`config.mk`:
```
export PLATFORM = sky130hd
export DESIGN_NAME = msbi_top
export DESIGN_NICKNAME = d
export VERILOG_FILES = /design/src/msbi_pkg.sv /design/src/msbi_beat_cnt.sv /design/src/msbi_top.sv
export VERILOG_INCLUDE_DIRS = /design/src /design/src/src
export SDC_FILE = /design/constraint.sdc
export NUM_CORES = 1
export LEC_CHECK = 0
export ABC_AREA = 1
export BUFFER_PORTS_ARGS = -buffer_cell sky130_fd_sc_hd__buf_2
export CAP_MARGIN = 5
export CORE_AREA = 2 2 276 278
export CTS_CLUSTER_SIZE = 28
export DETAILED_ROUTE_END_ITERATION = 7
export DIE_AREA = 0 0 278 280
export PLACE_DENSITY = 0.61
export SETUP_SLACK_MARGIN = 0.02
export SYNTH_ARGS = -nofsm -noshare
export SYNTH_HDL_FRONTEND = slang
export SYNTH_SLANG_ARGS = --single-unit
```
`constraint.sdc`:
```
create_clock -name clk_sys -period 21 [get_ports clk_sys]
set_input_delay 4.2 -clock clk_sys [delete_from_list [all_inputs] [get_ports clk_sys]]
set_output_delay 4.2 -clock clk_sys [all_outputs]
set_load 0.01 [all_outputs]
```
`src/msbi_map.svh`:
```
// constants of the multiplexed system bus interface
// assumes inclusion by the package and by every design file
`ifndef MSBI_MAP_SVH
`define MSBI_MAP_SVH
`define MSBI_AD_MSB     31
`define MSBI_AD_HI_LSB  4
`define MSBI_SZ_MSB     3
`define MSBI_SZ_16B     4'h0
`define MSBI_SZ_4B      4'h4
`define MSBI_BYTES_16   5'h10
`define MSBI_PW_8       2'h0
`define MSBI_PW_16      2'h1
`define MSBI_PW_32      2'h2
`define MSBI_PW_RSVD    2'h3
`define MSBI_LANES_NONE 4'hF
`define MSBI_LANES_ALL  4'hF
`define MSBI_ONE_BYTE   5'h01
`define MSBI_BEAT_ONE   5'h01
`define MSBI_RBUF_DEPTH 16
`define MSBI_WORD_ZERO  32'h0000_0000
`endif

```
`src/msbi_pkg.sv`:
```
// types of the multiplexed system bus interface
// assumes nothing beyond the constants header
`include "msbi_map.svh"
package msbi_pkg;
    typedef logic [3:0] msbi_size_type;
    typedef logic [1:0] msbi_pw_type;
    typedef enum logic [1:0] {
        ST_IDLE,
        ST_ADDR,
        ST_WLOAD,
        ST_DATA
    } msbi_state_type;
endpackage : msbi_pkg

```
`src/msbi_beat_cnt.sv`:
```
// beat counter: number of data beats of a transaction and the current beat
// assumes load and advance never come in the same cycle
`include "msbi_map.svh"
module msbi_beat_cnt (
    input  logic                   clk_sys,
    input  logic                   rst,
    input  logic                   load,
    input  logic                   advance,
    input  msbi_pkg::msbi_size_type size,
    input  msbi_pkg::msbi_pw_type   width,
    output logic                   beat_last,
    output logic [4:0]             beat_idx
);
    import msbi_pkg::*;

    logic [4:0] remain_q;
    logic [4:0] remain_d;
    logic [4:0] idx_q;
    logic [4:0] idx_d;

    // beats = bytes divided by port bytes, rounded up
    function automatic logic [4:0] beat_count(input msbi_size_type sz, input msbi_pw_type pw);
        logic [5:0] bytes;
        logic [5:0] round;
        bytes = (sz == `MSBI_SZ_16B) ? {1'b0, `MSBI_BYTES_16} : {2'b00, sz};
        round = bytes + ((6'h01 << pw) - 6'h01);
        beat_count = 5'(round >> pw);
    endfunction : beat_count

    always_comb begin
        remain_d = remain_q;
        idx_d    = idx_q;
        if (load) begin
            remain_d = beat_count(size, width);
            idx_d    = 5'h00;
        end else if (advance) begin
            remain_d = remain_q - `MSBI_BEAT_ONE;
            idx_d    = idx_q + `MSBI_BEAT_ONE;
        end
    end

    always_ff @(posedge clk_sys or posedge rst) begin
        if (rst) begin
            remain_q <= 5'h00;
            idx_q    <= 5'h00;
        end else begin
            remain_q <= remain_d;
            idx_q    <= idx_d;
        end
    end

    assign beat_last = (remain_q == `MSBI_BEAT_ONE);
    assign beat_idx  = idx_q;
endmodule : msbi_beat_cnt

```
`src/msbi_top.sv`:
```
// multiplexed address/data system bus interface, processor side
// assumes ack_n and ad_in come from the board and are asynchronous to clk_sys
// assumes the memory system pulses ack_n low once per data beat
// Notes on behaviour
// - upper bus lines carry address then data; top line is address MSB
// - latch strobe brackets address phase; address valid strobe is its inverse
// - cycle active asserted from address phase until last beat acknowledged
// - fetch output high for instruction fetches, low for data moves
// - read output low for the whole of a read transaction
// - store output low for the whole of a write transaction
// - data phase output low after address cycle until last data cycle ends
// - direction high while device drives data, low while it receives
// - memory acknowledges reads with valid data; device captures into read buffer
// - final beat output low during the last data transfer
`include "msbi_map.svh"
module msbi_top #(
    parameter int RBUF_DEPTH = `MSBI_RBUF_DEPTH
) (
    input  logic                    clk_sys,
    input  logic                    rst,
    input  logic                    req_valid,
    output logic                    req_ready,
    input  logic [31:0]             req_addr,
    input  logic                    req_write,
    input  logic                    req_fetch,
    input  msbi_pkg::msbi_size_type req_size,
    input  msbi_pkg::msbi_pw_type   req_port_width,
    output logic                    req_error,
    input  logic                    wr_valid,
    input  logic [31:0]             wr_data,
    output logic                    wr_ready,
    output logic                    rd_valid,
    output logic [31:0]             rd_data,
    output logic [4:0]              rd_beat,
    output logic                    done,
    input  logic [3:0]              buf_raddr,
    output logic [31:0]             buf_rdata,
    input  logic [31:0]             ad_in,
    output logic [31:0]             ad_out,
    output logic                    ad_oe,
    output logic [1:0]              word_addr,
    output logic                    ale,
    output logic                    address_valid_n,
    output logic                    cycle_active_n,
    output logic                    inst_fetch,
    output logic                    read_n,
    output logic                    store_n,
    output logic                    data_phase_n,
    output logic                    bus_direction,
    input  logic                    ack_n,
    output logic                    final_beat_n,
    output msbi_pkg::msbi_pw_type   port_width,
    output logic [3:0]              lane_select_n
);
    import msbi_pkg::*;

    generate
        if (RBUF_DEPTH < `MSBI_RBUF_DEPTH) begin : g_depth_check
            $error("read buffer too small for sixteen beats");
        end
    endgenerate

    // pin synchronisers
    logic        ack_s1_q;
    logic        ack_s2_q;
    logic        ack_s3_q;
    logic [31:0] ad_s1_q;
    logic [31:0] ad_s2_q;
    logic        ack_fall;

    always_ff @(posedge clk_sys or posedge rst) begin
        if (rst) begin
            ack_s1_q <= 1'b1;
            ack_s2_q <= 1'b1;
            ack_s3_q <= 1'b1;
            ad_s1_q  <= `MSBI_WORD_ZERO;
            ad_s2_q  <= `MSBI_WORD_ZERO;
        end else begin
            ack_s1_q <= ack_n;
            ack_s2_q <= ack_s1_q;
            ack_s3_q <= ack_s2_q;
            ad_s1_q  <= ad_in;
            ad_s2_q  <= ad_s1_q;
        end
    end

    // one sample per acknowledge, even if it is held low
    assign ack_fall = !ack_s2_q && ack_s3_q;

    // transaction state
    msbi_state_type state_q;
    msbi_state_type state_d;
    logic [31:0]    addr_q;
    logic [31:0]    addr_d;
    logic           write_q;
    logic           write_d;
    logic           fetch_q;
    logic           fetch_d;
    msbi_size_type  size_q;
    msbi_size_type  size_d;
    msbi_pw_type    pw_q;
    msbi_pw_type    pw_d;
    logic [31:0]    wdata_q;
    logic [31:0]    wdata_d;
    logic [31:0]    ad_out_q;
    logic [31:0]    ad_out_d;
    logic           err_q;
    logic           err_d;
    logic           done_q;
    logic           done_d;
    logic           rd_valid_q;
    logic           rd_valid_d;
    logic [31:0]    rd_data_q;
    logic [31:0]    rd_data_d;
    logic [4:0]     rd_beat_q;
    logic [4:0]     rd_beat_d;
    logic           cnt_load;
    logic           cnt_adv;
    logic           beat_last;
    logic [4:0]     beat_idx;
    logic           rbuf_we;
    logic [31:0]    rbuf [RBUF_DEPTH];
    logic [31:0]    buf_rdata_q;

    function automatic logic [5:0] port_bytes(input msbi_pw_type pw);
        port_bytes = 6'h01 << pw;
    endfunction : port_bytes

    function automatic logic size_ok(input msbi_size_type sz, input msbi_pw_type pw);
        size_ok = (sz <= `MSBI_SZ_4B) && (pw != `MSBI_PW_RSVD);
    endfunction : size_ok

    // active-low lane selects for the current beat address
    function automatic logic [3:0] lanes_n(input msbi_pw_type pw, input msbi_size_type sz,
                                           input logic [1:0] a);
        logic [7:0] m8;
        logic       lo_used;
        logic       hi_used;
        m8      = 8'h00;
        lo_used = !a[0];
        hi_used = a[0] || (sz != `MSBI_SZ_4B - 4'h3);
        lanes_n = `MSBI_LANES_NONE;
        case (pw)
            `MSBI_PW_32: begin
                if (sz == `MSBI_SZ_16B) begin
                    lanes_n = ~`MSBI_LANES_ALL;
                end else begin
                    m8      = (8'h0F >> (3'h4 - 3'(sz))) << a;
                    lanes_n = ~m8[3:0];
                end
            end
            `MSBI_PW_16: begin
                lanes_n = {!hi_used, 1'b1, a[1], !lo_used};
            end
            `MSBI_PW_8: begin
                lanes_n = {1'b1, 1'b1, a[1], a[0]};
            end
            default: begin
                lanes_n = `MSBI_LANES_NONE;
            end
        endcase
    endfunction : lanes_n

    msbi_beat_cnt u_beat_cnt (
        .clk_sys   (clk_sys),
        .rst       (rst),
        .load      (cnt_load),
        .advance   (cnt_adv),
        .size      (size_d),
        .width     (pw_d),
        .beat_last (beat_last),
        .beat_idx  (beat_idx)
    );

    assign req_ready = (state_q == ST_IDLE);
    assign wr_ready  = (state_q == ST_WLOAD);

    always_comb begin
        state_d    = state_q;
        addr_d     = addr_q;
        write_d    = write_q;
        fetch_d    = fetch_q;
        size_d     = size_q;
        pw_d       = pw_q;
        wdata_d    = wdata_q;
        err_d      = 1'b0;
        done_d     = 1'b0;
        rd_valid_d = 1'b0;
        rd_data_d  = rd_data_q;
        rd_beat_d  = rd_beat_q;
        cnt_load   = 1'b0;
        cnt_adv    = 1'b0;
        rbuf_we    = 1'b0;
        case (state_q)
            ST_IDLE: begin
                if (req_valid) begin
                    if (size_ok(req_size, req_port_width)) begin
                        addr_d   = req_addr;
                        write_d  = req_write;
                        fetch_d  = req_fetch;
                        size_d   = req_size;
                        pw_d     = req_port_width;
                        cnt_load = 1'b1;
                        state_d  = ST_ADDR;
                    end else begin
                        err_d = 1'b1;
                    end
                end
            end
            ST_ADDR: begin
                state_d = write_q ? ST_WLOAD : ST_DATA;
            end
            ST_WLOAD: begin
                if (wr_valid) begin
                    wdata_d = wr_data;
                    state_d = ST_DATA;
                end
            end
            ST_DATA: begin
                if (ack_fall) begin
                    cnt_adv = 1'b1;
                    if (!write_q) begin
                        rd_valid_d = 1'b1;
                        rd_data_d  = ad_s2_q;
                        rd_beat_d  = beat_idx;
                        rbuf_we    = 1'b1;
                    end
                    if (beat_last) begin
                        done_d  = 1'b1;
                        state_d = ST_IDLE;
                    end else begin
                        addr_d  = addr_q + 32'(port_bytes(pw_q));
                        state_d = write_q ? ST_WLOAD : ST_DATA;
                    end
                end
            end
            default: begin
                state_d = ST_IDLE;
            end
        endcase
    end

    // address then data on the multiplexed lines
    always_comb begin
        ad_out_d = wdata_d;
        if (state_d == ST_ADDR) begin
            // size code on the low lines
            ad_out_d = {addr_d[`MSBI_AD_MSB:`MSBI_AD_HI_LSB], size_d};
        end
    end

    always_ff @(posedge clk_sys or posedge rst) begin
        if (rst) begin
            state_q    <= ST_IDLE;
            addr_q     <= `MSBI_WORD_ZERO;
            write_q    <= 1'b0;
            fetch_q    <= 1'b0;
            size_q     <= `MSBI_SZ_16B;
            pw_q       <= `MSBI_PW_8;
            wdata_q    <= `MSBI_WORD_ZERO;
            ad_out_q   <= `MSBI_WORD_ZERO;
            err_q      <= 1'b0;
            done_q     <= 1'b0;
            rd_valid_q <= 1'b0;
            rd_data_q  <= `MSBI_WORD_ZERO;
            rd_beat_q  <= 5'h00;
        end else begin
            state_q    <= state_d;
            addr_q     <= addr_d;
            write_q    <= write_d;
            fetch_q    <= fetch_d;
            size_q     <= size_d;
            pw_q       <= pw_d;
            wdata_q    <= wdata_d;
            ad_out_q   <= ad_out_d;
            err_q      <= err_d;
            done_q     <= done_d;
            rd_valid_q <= rd_valid_d;
            rd_data_q  <= rd_data_d;
            rd_beat_q  <= rd_beat_d;
        end
    end

    // read buffer, one word per beat
    always_ff @(posedge clk_sys) begin
        if (rbuf_we) begin
            rbuf[beat_idx[3:0]] <= ad_s2_q;
        end
    end

    always_ff @(posedge clk_sys or posedge rst) begin
        if (rst) begin
            buf_rdata_q <= `MSBI_WORD_ZERO;
        end else begin
            buf_rdata_q <= rbuf[buf_raddr];
        end
    end

    // bus strobes decoded from the registered state
    logic in_txn;
    logic in_data;
    assign in_txn  = (state_q != ST_IDLE);
    assign in_data = (state_q == ST_WLOAD) || (state_q == ST_DATA);

    assign ad_out          = ad_out_q;
    assign ad_oe           = (state_q == ST_ADDR) || (in_data && write_q);
    assign ale             = (state_q == ST_ADDR);
    assign address_valid_n = !(state_q == ST_ADDR);
    assign cycle_active_n  = !in_txn;
    assign inst_fetch      = in_txn && fetch_q;
    assign read_n          = !(in_txn && !write_q);
    assign store_n         = !(in_txn && write_q);
    assign data_phase_n    = !in_data;
    assign bus_direction   = in_data && write_q;
    assign final_beat_n    = !(in_data && beat_last);
    assign port_width      = pw_q;
    assign lane_select_n   = in_txn ? lanes_n(pw_q, size_q, addr_q[1:0]) : `MSBI_LANES_NONE;
    assign word_addr       = addr_q[3:2];

    assign req_error = err_q;
    assign done      = done_q;
    assign rd_valid  = rd_valid_q;
    assign rd_data   = rd_data_q;
    assign rd_beat   = rd_beat_q;
    assign buf_rdata = buf_rdata_q;
endmodule : msbi_top

```
==> results of run 1 <==
[how the worst max path moves through the flow]
stage               startpoint                                 end  slack, ps  cells after the start
floorplan                  rst                 ad_out[0]$_DFF_PP0_       9790                      1
global placement     req_valid  u_beat_cnt.remain_q[1]$_DFFE_PP0P_      13250                     17
detailed placement   req_valid  u_beat_cnt.remain_q[1]$_DFFE_PP0P_      13160                     17
CTS                  req_valid  u_beat_cnt.remain_q[1]$_DFFE_PP0P_      13820                     17
global route         req_valid  u_beat_cnt.remain_q[4]$_DFFE_PP0P_      13430                     18
finish               req_valid  u_beat_cnt.remain_q[1]$_DFFE_PP0P_      13750                     17
[cells in the final DEF (no fill, tap or decap), types with 9 or more instances in the layout]
cell / instances
sky130_fd_sc_hd__nand2_1: 336
sky130_fd_sc_hd__nand3_1: 108
sky130_fd_sc_hd__a22oi_1: 12
sky130_fd_sc_hd__clkbuf_8: 9
sky130_fd_sc_hd__a21oi_1: 173
sky130_fd_sc_hd__clkbuf_1: 20
sky130_fd_sc_hd__buf_2: 234
sky130_fd_sc_hd__edfxtp_1: 512
sky130_fd_sc_hd__mux2i_1: 128
sky130_fd_sc_hd__inv_1: 225
sky130_fd_sc_hd__clkinv_2: 15
sky130_fd_sc_hd__a21oi_2: 10
sky130_fd_sc_hd__nand4_1: 20
sky130_fd_sc_hd__clkbuf_16: 86
sky130_fd_sc_hd__nor2_1: 63
sky130_fd_sc_hd__mux2_2: 30
sky130_fd_sc_hd__ha_1: 26
sky130_fd_sc_hd__o21ai_0: 196
sky130_fd_sc_hd__clkinv_1: 14
sky130_fd_sc_hd__buf_4: 30
sky130_fd_sc_hd__o211ai_1: 130
sky130_fd_sc_hd__nor3_2: 13
sky130_fd_sc_hd__o21ai_1: 27
sky130_fd_sc_hd__dfrtp_1: 252
sky130_fd_sc_hd__inv_2: 12
sky130_fd_sc_hd__nor3_1: 12
[through the flow]
step | hold WS, ps | instance area, um2
3_3_place_gp | 334 | 33400
5_1_grt | 353 | 36000
6_report | 333 | 36000
3_5_place_dp | 335 | 33400
2_1_floorplan | 331 | 31200
4_1_cts | 333 | 36000
[power by group through the flow]
| stage | combinational, mW | sequential (mW) | clock (mW) |
|---|---|---|---|
| 6_report | 1.06 | 1.90 | 1.41 |
| 3_3_place_gp | 1.03 | 1.93 | 0 |
| 4_1_cts | 1.06 | 1.90 | 1.44 |
| 5_1_grt | 1.19 | 1.93 | 1.50 |
| 3_5_place_dp | 1.06 | 1.93 | 0 |
| 2_1_floorplan | 0.717 | 1.93 | 0 |
[final cells by class]
type,instances,area (um2)
well taps,978,1220
flip-flops and latches,767,21800
clock buffers,115,2350
inverters,242,922
clock inverters,41,302
multi-input cells,1353,8040
repair buffers,266,1430
diodes,2,5.00
fillers,6626,39200
[state kept, by name, summed over array words and instances (netlist names), 4 cells and up]
register             cells
u_beat_cnt.remain_q      5
size_q                   4
rd_beat                  5
ad_s2_q                 32
wdata_q                 32
rbuf                   512
u_beat_cnt.beat_idx      5
buf_rdata               32
ad_out                  32
ad_s1_q                 32
rd_data                 32
addr_q                  32
[routing by layer]
layer  up-vias  routed length [um]  track usage (%)
met2       590               38300             34.0
met3       137                4250             3.66
met1      9895               33600             25.7
li1       9296                   -                -
met5         -                  30                0
met4         6                1940             6.82
[worst reg2reg max path, cell delays in order, from the launching register on]
cell                       delay, ps
sky130_fd_sc_hd__dfrtp_1         450
sky130_fd_sc_hd__inv_1           120
sky130_fd_sc_hd__ha_1            350
sky130_fd_sc_hd__nand2_1         150
sky130_fd_sc_hd__inv_2            70
sky130_fd_sc_hd__nand3_4         200
sky130_fd_sc_hd__clkinv_2        590
sky130_fd_sc_hd__o21ai_2         600
sky130_fd_sc_hd__nand2_1         110
sky130_fd_sc_hd__ha_1            300
sky130_fd_sc_hd__inv_1            50
sky130_fd_sc_hd__ha_1            220
sky130_fd_sc_hd__fa_1            410
sky130_fd_sc_hd__xor2_1          170
sky130_fd_sc_hd__or2_1           230
sky130_fd_sc_hd__o21ai_1         120
sky130_fd_sc_hd__nor2_1           70
sky130_fd_sc_hd__o21ai_1         140
sky130_fd_sc_hd__o21ai_1          80
[cells by family after synthesis]
kind of cell	after synthesis
fa+ha+maj	28
flops	767
compound gates	573
xor+xnor	7
simple gates	587
mux	158
buf+inv	370
==> load_flow_metrics.sql, run 1 <==
INSERT INTO impl_metrics (metric_group, metric, value, unit) VALUES
('run_status', 'outcome', 'finished, final reports clean', ''),
('synth', 'yosysSeqAreaShare', '69.7', '%'),
('floorplanning', 'row_count', '101', ''),
('clocking', 'cts_sinks', '767', ''),
('final_layout', 'final_net_count', '2855', ''),
('sta', 'period_needed', '7250', 'ps'),
('floorplanning', 'core_area', '75200', 'um2'),
('worst_setup_path', 'largest_stage_delay_on_the_critical_path', '590', 'ps'),
('sta', 'final.period_utilization', '34.5', '%'),
('sta', 'final-setup-viol-count', '0', ''),
('sta', 'setup_slack', '13750', 'ps'),
('grt', 'grt_pass1_wl', '119000', 'um'),
('clocking', 'cts-hold-fix-buffers', '0', ''),
('synth', 'synth_enable_flop_cells', '512', ''),
('sta', 'finalHoldViolCount', '0', ''),
('detailed_routing', 'wirelength', '78100', 'um'),
('worst_setup_path', 'worstPathRequired', '21500', 'ps'),
('worst_setup_path', 'r2r_depth', '18', ''),
('power_and_ir_drop', 'seq_power_share', '43.6', '%'),
('job', 'cap_viol_max_count', '0', ''),
('floorplanning', 'total_die_area', '77800', 'um2'),
('clocking', 'maximum_count_of_clock_buffers_along_a_single_path', '3', ''),
('sta', 'worst_clock_skew', '19.1', 'ps'),
('clocking', 'numCtsBuffers', '84', ''),
('synth', 'synth_xor_area_share', '0.196', '%'),
('worst_setup_path', 'slowest_stage_cell_crit_path', 'sky130_fd_sc_hd__o21ai_2', ''),
('synth', 'mappedNetlistNets', '2631', ''),
('synth', 'avgSynthCellArea', '12.5', 'um2'),
('worst_setup_path', 'critPathKind', 'primary input to flop', ''),
('worst_setup_path', 'cpMostUsedCell', 'sky130_fd_sc_hd__o21ai_1', ''),
('placed_design', 'dpl.hpwl', '43100', 'um'),
('sta', 'final.setup.tns', '0', 'ps'),
('synth', 'ys_ff_latch', '767', ''),
('detailed_routing', 'drc', '0', ''),
('worst_setup_path', 'setup.worst_path.start_class', 'primary input', ''),
('final_layout', 'drive_gt1_share', '17.7', '%'),
('worst_setup_path', 'critical_path.cell_chain', 'buf_2 > nand2_1 > inv_2 > nand3_4 > clkinv_2 > o21ai_2 > nand2_1 > ha_1 > inv_1 > ha_1 > fa_1 > xor2_1 > or2_1 > o21ai_1 > nor2_1 > o21ai_1 > o21ai_1', ''),
('synth', 'yosysWarnings', '0', ''),
('hold_path', 'worstHoldEndpoint', 'ad_s2_q[26]$_DFF_PP0_', ''),
('synth', 'top_cell_type_by_total_area_after_synthesis', 'sky130_fd_sc_hd__edfxtp_1', ''),
('synth', 'synthMostInstantiatedCell', 'sky130_fd_sc_hd__edfxtp_1', ''),
('power_and_ir_drop', 'cellLeakagePower', '14.5', 'nW'),
('worst_setup_path', 'ff2ff_setup_slack', '16450', 'ps'),
('power_and_ir_drop', 'sw_frac_of_total', '32.1', '%'),
('power_and_ir_drop', 'pwr-share-clk', '32.2', '%'),
('synth', 'synth_cell_type_count', '57', ''),
('detailed_routing', 'drt.antenna.violating_nets', '0', ''),
('worst_setup_path', 'critical_register_to_register_path_endpoint', 'u_beat_cnt.remain_q[1]$_DFFE_PP0P_', ''),
('floorplanning', 'io-pin-count', '237', ''),
('synth', 'mappedNetlistArea', '31200', 'um2'),
('grt', 'grt_antenna_before_repair', '6', ''),
('power_and_ir_drop', 'intPower', '2.96', 'mW'),
('sta', 'fmaxAchievable', '138', 'MHz'),
('synth', 'yosys.area_share.adder', '1.17', '%'),
('clocking', 'cts.clk_slew.worst_paths', '60', 'ps'),
('placed_design', 'placement.setup.worst_slack', '13160', 'ps'),
('detailed_routing', 'vias_per_cell', '5.29', ''),
('hold_path', 'hold-path-cell-count', '0', ''),
('synth', 'synth_top_area_share', '49.2', '%'),
('clocking', 'cts.repair.resized', '0', ''),
('detailed_routing', 'detail_route.iter0.violations', '1411', ''),
('synth', 'synth.top_cells.by_area', 'sky130_fd_sc_hd__edfxtp_1, sky130_fd_sc_hd__dfrtp_1, sky130_fd_sc_hd__mux2i_1', ''),
('synth', 'async_reset_ff_share', '33.2', '%'),
('placed_design', 'place_inst', '3606', ''),
('worst_setup_path', 'worstPathBufferInverterCount', '4', ''),
('synth', 'yosys_most_used_dff', 'sky130_fd_sc_hd__edfxtp_1', ''),
('final_layout', 'finish.utilization', '47.9', '%'),
('final_layout', 'stdcell_count', '3764', ''),
('sta', 'final-max-slew-violation-count', '0', ''),
('power_and_ir_drop', 'comb_power_share', '24.2', '%'),
('synth', 'yosys.area_share.simple', '8.19', '%');
(Power assumes the default switching activity.)
==> inputs of run 2 (changes only) <==
==> constraint.sdc (replaced) <==
create_clock -name clk_sys -period 6.8 [get_ports clk_sys]
set_input_delay 1.36 -clock clk_sys [delete_from_list [all_inputs] [get_ports clk_sys]]
set_output_delay 1.36 -clock clk_sys [all_outputs]
set_load 0.01 [all_outputs]
==> run 2 against run 1 <==
Net effect: clock-buffer cell count is 5 higher; clock skew is 1.9 ps higher; hold slack better by 8.0 ps; total power grew to 3.1 times the previous value; first-iteration DRC count is 6.6% higher; core utilization is 0.34 points higher; routed wire length is 2.2% lower; critical path depth is 1 higher; flip-flop and latch count stayed put; global-route usage is 0.41 points lower; die area stayed put; highest routed layer unchanged.
==> load_flow_metrics.sql, run 2 (synthesis results as in run 1) <==
INSERT INTO impl_metrics (metric_group, metric, value, unit) VALUES
('worst_setup_path', 'setup.worst_path.end_class', 'flop', ''),
('detailed_routing', 'vias', '19900', ''),
('grt', 'grt_antenna_before_repair', '9', ''),
('grt', 'grt_start_max_net_pins', '165', ''),
('clocking', 'cts_sinks', '767', ''),
('floorplanning', 'chipHeight', '280', 'um'),
('sta', 'rsz_0062_raised_after_global_routing', 'no', ''),
('floorplanning', 'initial_utilization', '41.5', '%'),
('grt', 'grt_pass1_wl', '117000', 'um'),
('placed_design', 'numPortBuffers', '236', ''),
('detailed_routing', 'drc', '0', ''),
('detailed_routing', 'vias_per_cell', '5.28', ''),
('final_layout', 'antenna-diode-count', '0', ''),
('sta', 'finalHoldViolCount', '0', ''),
('grt', 'first_global_vias', '19800', ''),
('detailed_routing', 'detail_route.iter0.violations', '1504', ''),
('placed_design', 'dpl-instance-area', '33500', 'um2'),
('sta', 'period_needed', '3940', 'ps'),
('power_and_ir_drop', 'cellLeakagePower', '14.6', 'nW'),
('floorplanning', 'die_width', '278', 'um'),
('grt', 'global_route.overflow_total', '0', ''),
('clocking', 'cts.clk_slew.worst_paths', '60', 'ps'),
('final_layout', 'final_net_count', '2862', ''),
('final_layout', 'layout.cells.most_common_list', 'sky130_fd_sc_hd__edfxtp_1, sky130_fd_sc_hd__nand2_1, sky130_fd_sc_hd__dfrtp_1', ''),
('final_layout', 'largest_register_ff_count', '512', ''),
('detailed_routing', 'detail_route.wl_per_cell', '20.3', 'um'),
('worst_setup_path', 'cp_max_fo', '17', ''),
('worst_setup_path', 'setup.worst_path.start_class', 'flop', ''),
('run_status', 'outcome', 'finished, final reports clean', ''),
('worst_setup_path', 'largest_stage_delay_on_the_critical_path', '450', 'ps'),
('worst_setup_path', 'critical_path.cell_chain', 'inv_1 > ha_1 > nand2_1 > inv_2 > nand3_4 > or2_1 > o21ai_2 > nand2_1 > ha_1 > inv_1 > ha_1 > fa_1 > xor2_1 > or2_1 > o21ai_1 > nor2_1 > o21ai_1 > o21ai_1', ''),
('final_layout', 'final_design_area_no_fill', '36300', 'um2'),
('sta', 'final.setup.tns', '0', 'ps'),
('sta', 'timing.slew.headroom', '20.9', '%'),
('power_and_ir_drop', 'vdd_drop_max', '314', 'uV'),
('floorplanning', 'row_count', '101', ''),
('sta', 'worst-slew-pin-transition', '1190', 'ps'),
('clocking', 'clockRootBuffer', 'sky130_fd_sc_hd__clkbuf_16', ''),
('sta', 'final-setup-viol-count', '0', ''),
('clocking', 'maximum_count_of_clock_buffers_along_a_single_path', '3', ''),
('clocking', 'h_tree_level_count', '3', ''),
('final_layout', 'syn_to_final_growth', '16.3', '%'),
('clocking', 'cts.repair.resized', '0', ''),
('final_layout', 'drive_gt1_share', '18.2', '%'),
('floorplanning', 'total_die_area', '77800', 'um2'),
('worst_setup_path', 'critPathKind', 'flop to flop', ''),
('placed_design', 'gpl.final_weighted_congestion', '0.842', ''),
('clocking', 'numCtsBuffers', '84', ''),
('worst_setup_path', 'worstPathBufferInverterCount', '3', ''),
('floorplanning', 'core_area', '75200', 'um2'),
('worst_setup_path', 'r2r_depth', '18', ''),
('hold_path', 'hold-path-cell-count', '0', ''),
('clocking', 'clock_insertion_delay_worst_skew', '630', 'ps'),
('job', 'cap_viol_max_count', '0', ''),
('hold_path', 'worstHoldEndpoint', 'ad_s2_q[31]$_DFF_PP0_', ''),
('placed_design', 'dpl.hpwl', '45500', 'um'),
('worst_setup_path', 'arrival', '4450', 'ps'),
('floorplanning', 'io-pin-count', '237', ''),
('detailed_routing', 'drtPass1Iterations', '5', ''),
('grt', 'grt_usage', '19.5', '%'),
('sta', 'final-max-slew-violation-count', '0', ''),
('final_layout', 'layout_commonest_cell', 'sky130_fd_sc_hd__edfxtp_1', ''),
('worst_setup_path', 'slowest_stage_cell_crit_path', 'sky130_fd_sc_hd__dfrtp_1', ''),
('hold_path', 'hold_path_startpoint', 'ad_s1_q[31]$_DFF_PP0_', ''),
('sta', 'worst_clock_skew', '21.0', 'ps'),
('clocking', 'clock_tree_from_tritoncts', 'built', ''),
('sta', 'final.period_utilization', '57.9', '%'),
('worst_setup_path', 'critical_path.top_delay_family', 'adder cells', ''),
('detailed_routing', 'wirelength', '76300', 'um'),
('worst_setup_path', 'beginning_of_the_worst_register_to_register_path', 'state_q[1]$_DFF_PP0_', ''),
('worst_setup_path', 'worstPathRequired', '7310', 'ps'),
('clocking', 'cts-hold-fix-buffers', '0', ''),
('sta', 'fmaxAchievable', '254', 'MHz'),
('power_and_ir_drop', 'powerDensity', '378', 'nW/um2'),
('worst_setup_path', 'ff2ff_setup_slack', '2860', 'ps'),
('hold_path', 'hp-class', 'flop to flop', ''),
('clocking', 'post-cts-setup-buffer-count', '0', ''),
('detailed_routing', 'drt.antenna.violating_nets', '0', ''),
('worst_setup_path', 'critical_register_to_register_path_endpoint', 'u_beat_cnt.remain_q[1]$_DFFE_PP0P_', '');
[run 2: stage by stage]
step	total power [mW]	hold WS (ps)	util, %	setup WS, ps	std cells
floorplan	8.18	331	-	2080	2490
global placement	9.17	332	44.5	2350	3613
detailed placement	9.24	335	44.5	2340	3613
CTS	13.9	343	48.3	2820	3768
global route	14.5	354	48.3	2560	3768
finish	13.7	341	48.3	2860	3768
[run 2: layout make-up]
cell class / count / area, um2
fillers: 6651 / 38900
flip-flops and latches: 767 / 21800
multi-input cells: 1353 / 8040
clock buffers: 120 / 2430
repair buffers: 273 / 1520
well taps: 978 / 1220
inverters: 242 / 918
clock inverters: 35 / 397
[run 2: where the power goes]
group / total [mW] / internal, mW / switching [mW]
Combinational: 3.24 / 1.14 / 2.11
Sequential: 5.88 / 5.51 / 0.365
Clock: 4.61 / 2.77 / 1.84
Total: 13.7 / 9.42 / 4.32
[run 2: how the worst max path moves through the flow]
stage	startpoint	to	slack, ps	cells after the start
4_1_cts	state_q[1]$_DFF_PP0_	rbuf[10][19]$_DFFE_PP_	2820	10
3_5_place_dp	req_port_width[0]	u_beat_cnt.remain_q[1]$_DFFE_PP0P_	2340	16
3_3_place_gp	req_port_width[0]	u_beat_cnt.remain_q[1]$_DFFE_PP0P_	2350	16
6_report	state_q[1]$_DFF_PP0_	u_beat_cnt.remain_q[1]$_DFFE_PP0P_	2860	18
5_1_grt	state_q[1]$_DFF_PP0_	u_beat_cnt.remain_q[1]$_DFFE_PP0P_	2560	18
2_1_floorplan	rst	ad_out[0]$_DFF_PP0_	2080	1
[run 2: layer usage]
metal	wire, um	GRT usage, %
met1	32700	25.6
met2	37100	32.9
met3	4400	4.01
met4	2010	5.79
met5	86	0
[run 2: worst register-to-register path: stages (launching register included)]
cell and delay, ps:
sky130_fd_sc_hd__dfrtp_1 450, sky130_fd_sc_hd__inv_1 150, sky130_fd_sc_hd__ha_1 400, sky130_fd_sc_hd__nand2_1 150, sky130_fd_sc_hd__inv_2 120, sky130_fd_sc_hd__nand3_4 200, sky130_fd_sc_hd__or2_1 310, sky130_fd_sc_hd__o21ai_2 180
sky130_fd_sc_hd__nand2_1 120, sky130_fd_sc_hd__ha_1 290, sky130_fd_sc_hd__inv_1 50, sky130_fd_sc_hd__ha_1 220, sky130_fd_sc_hd__fa_1 410, sky130_fd_sc_hd__xor2_1 170, sky130_fd_sc_hd__or2_1 220, sky130_fd_sc_hd__o21ai_1 120
sky130_fd_sc_hd__nor2_1 70, sky130_fd_sc_hd__o21ai_1 120, sky130_fd_sc_hd__o21ai_1 70
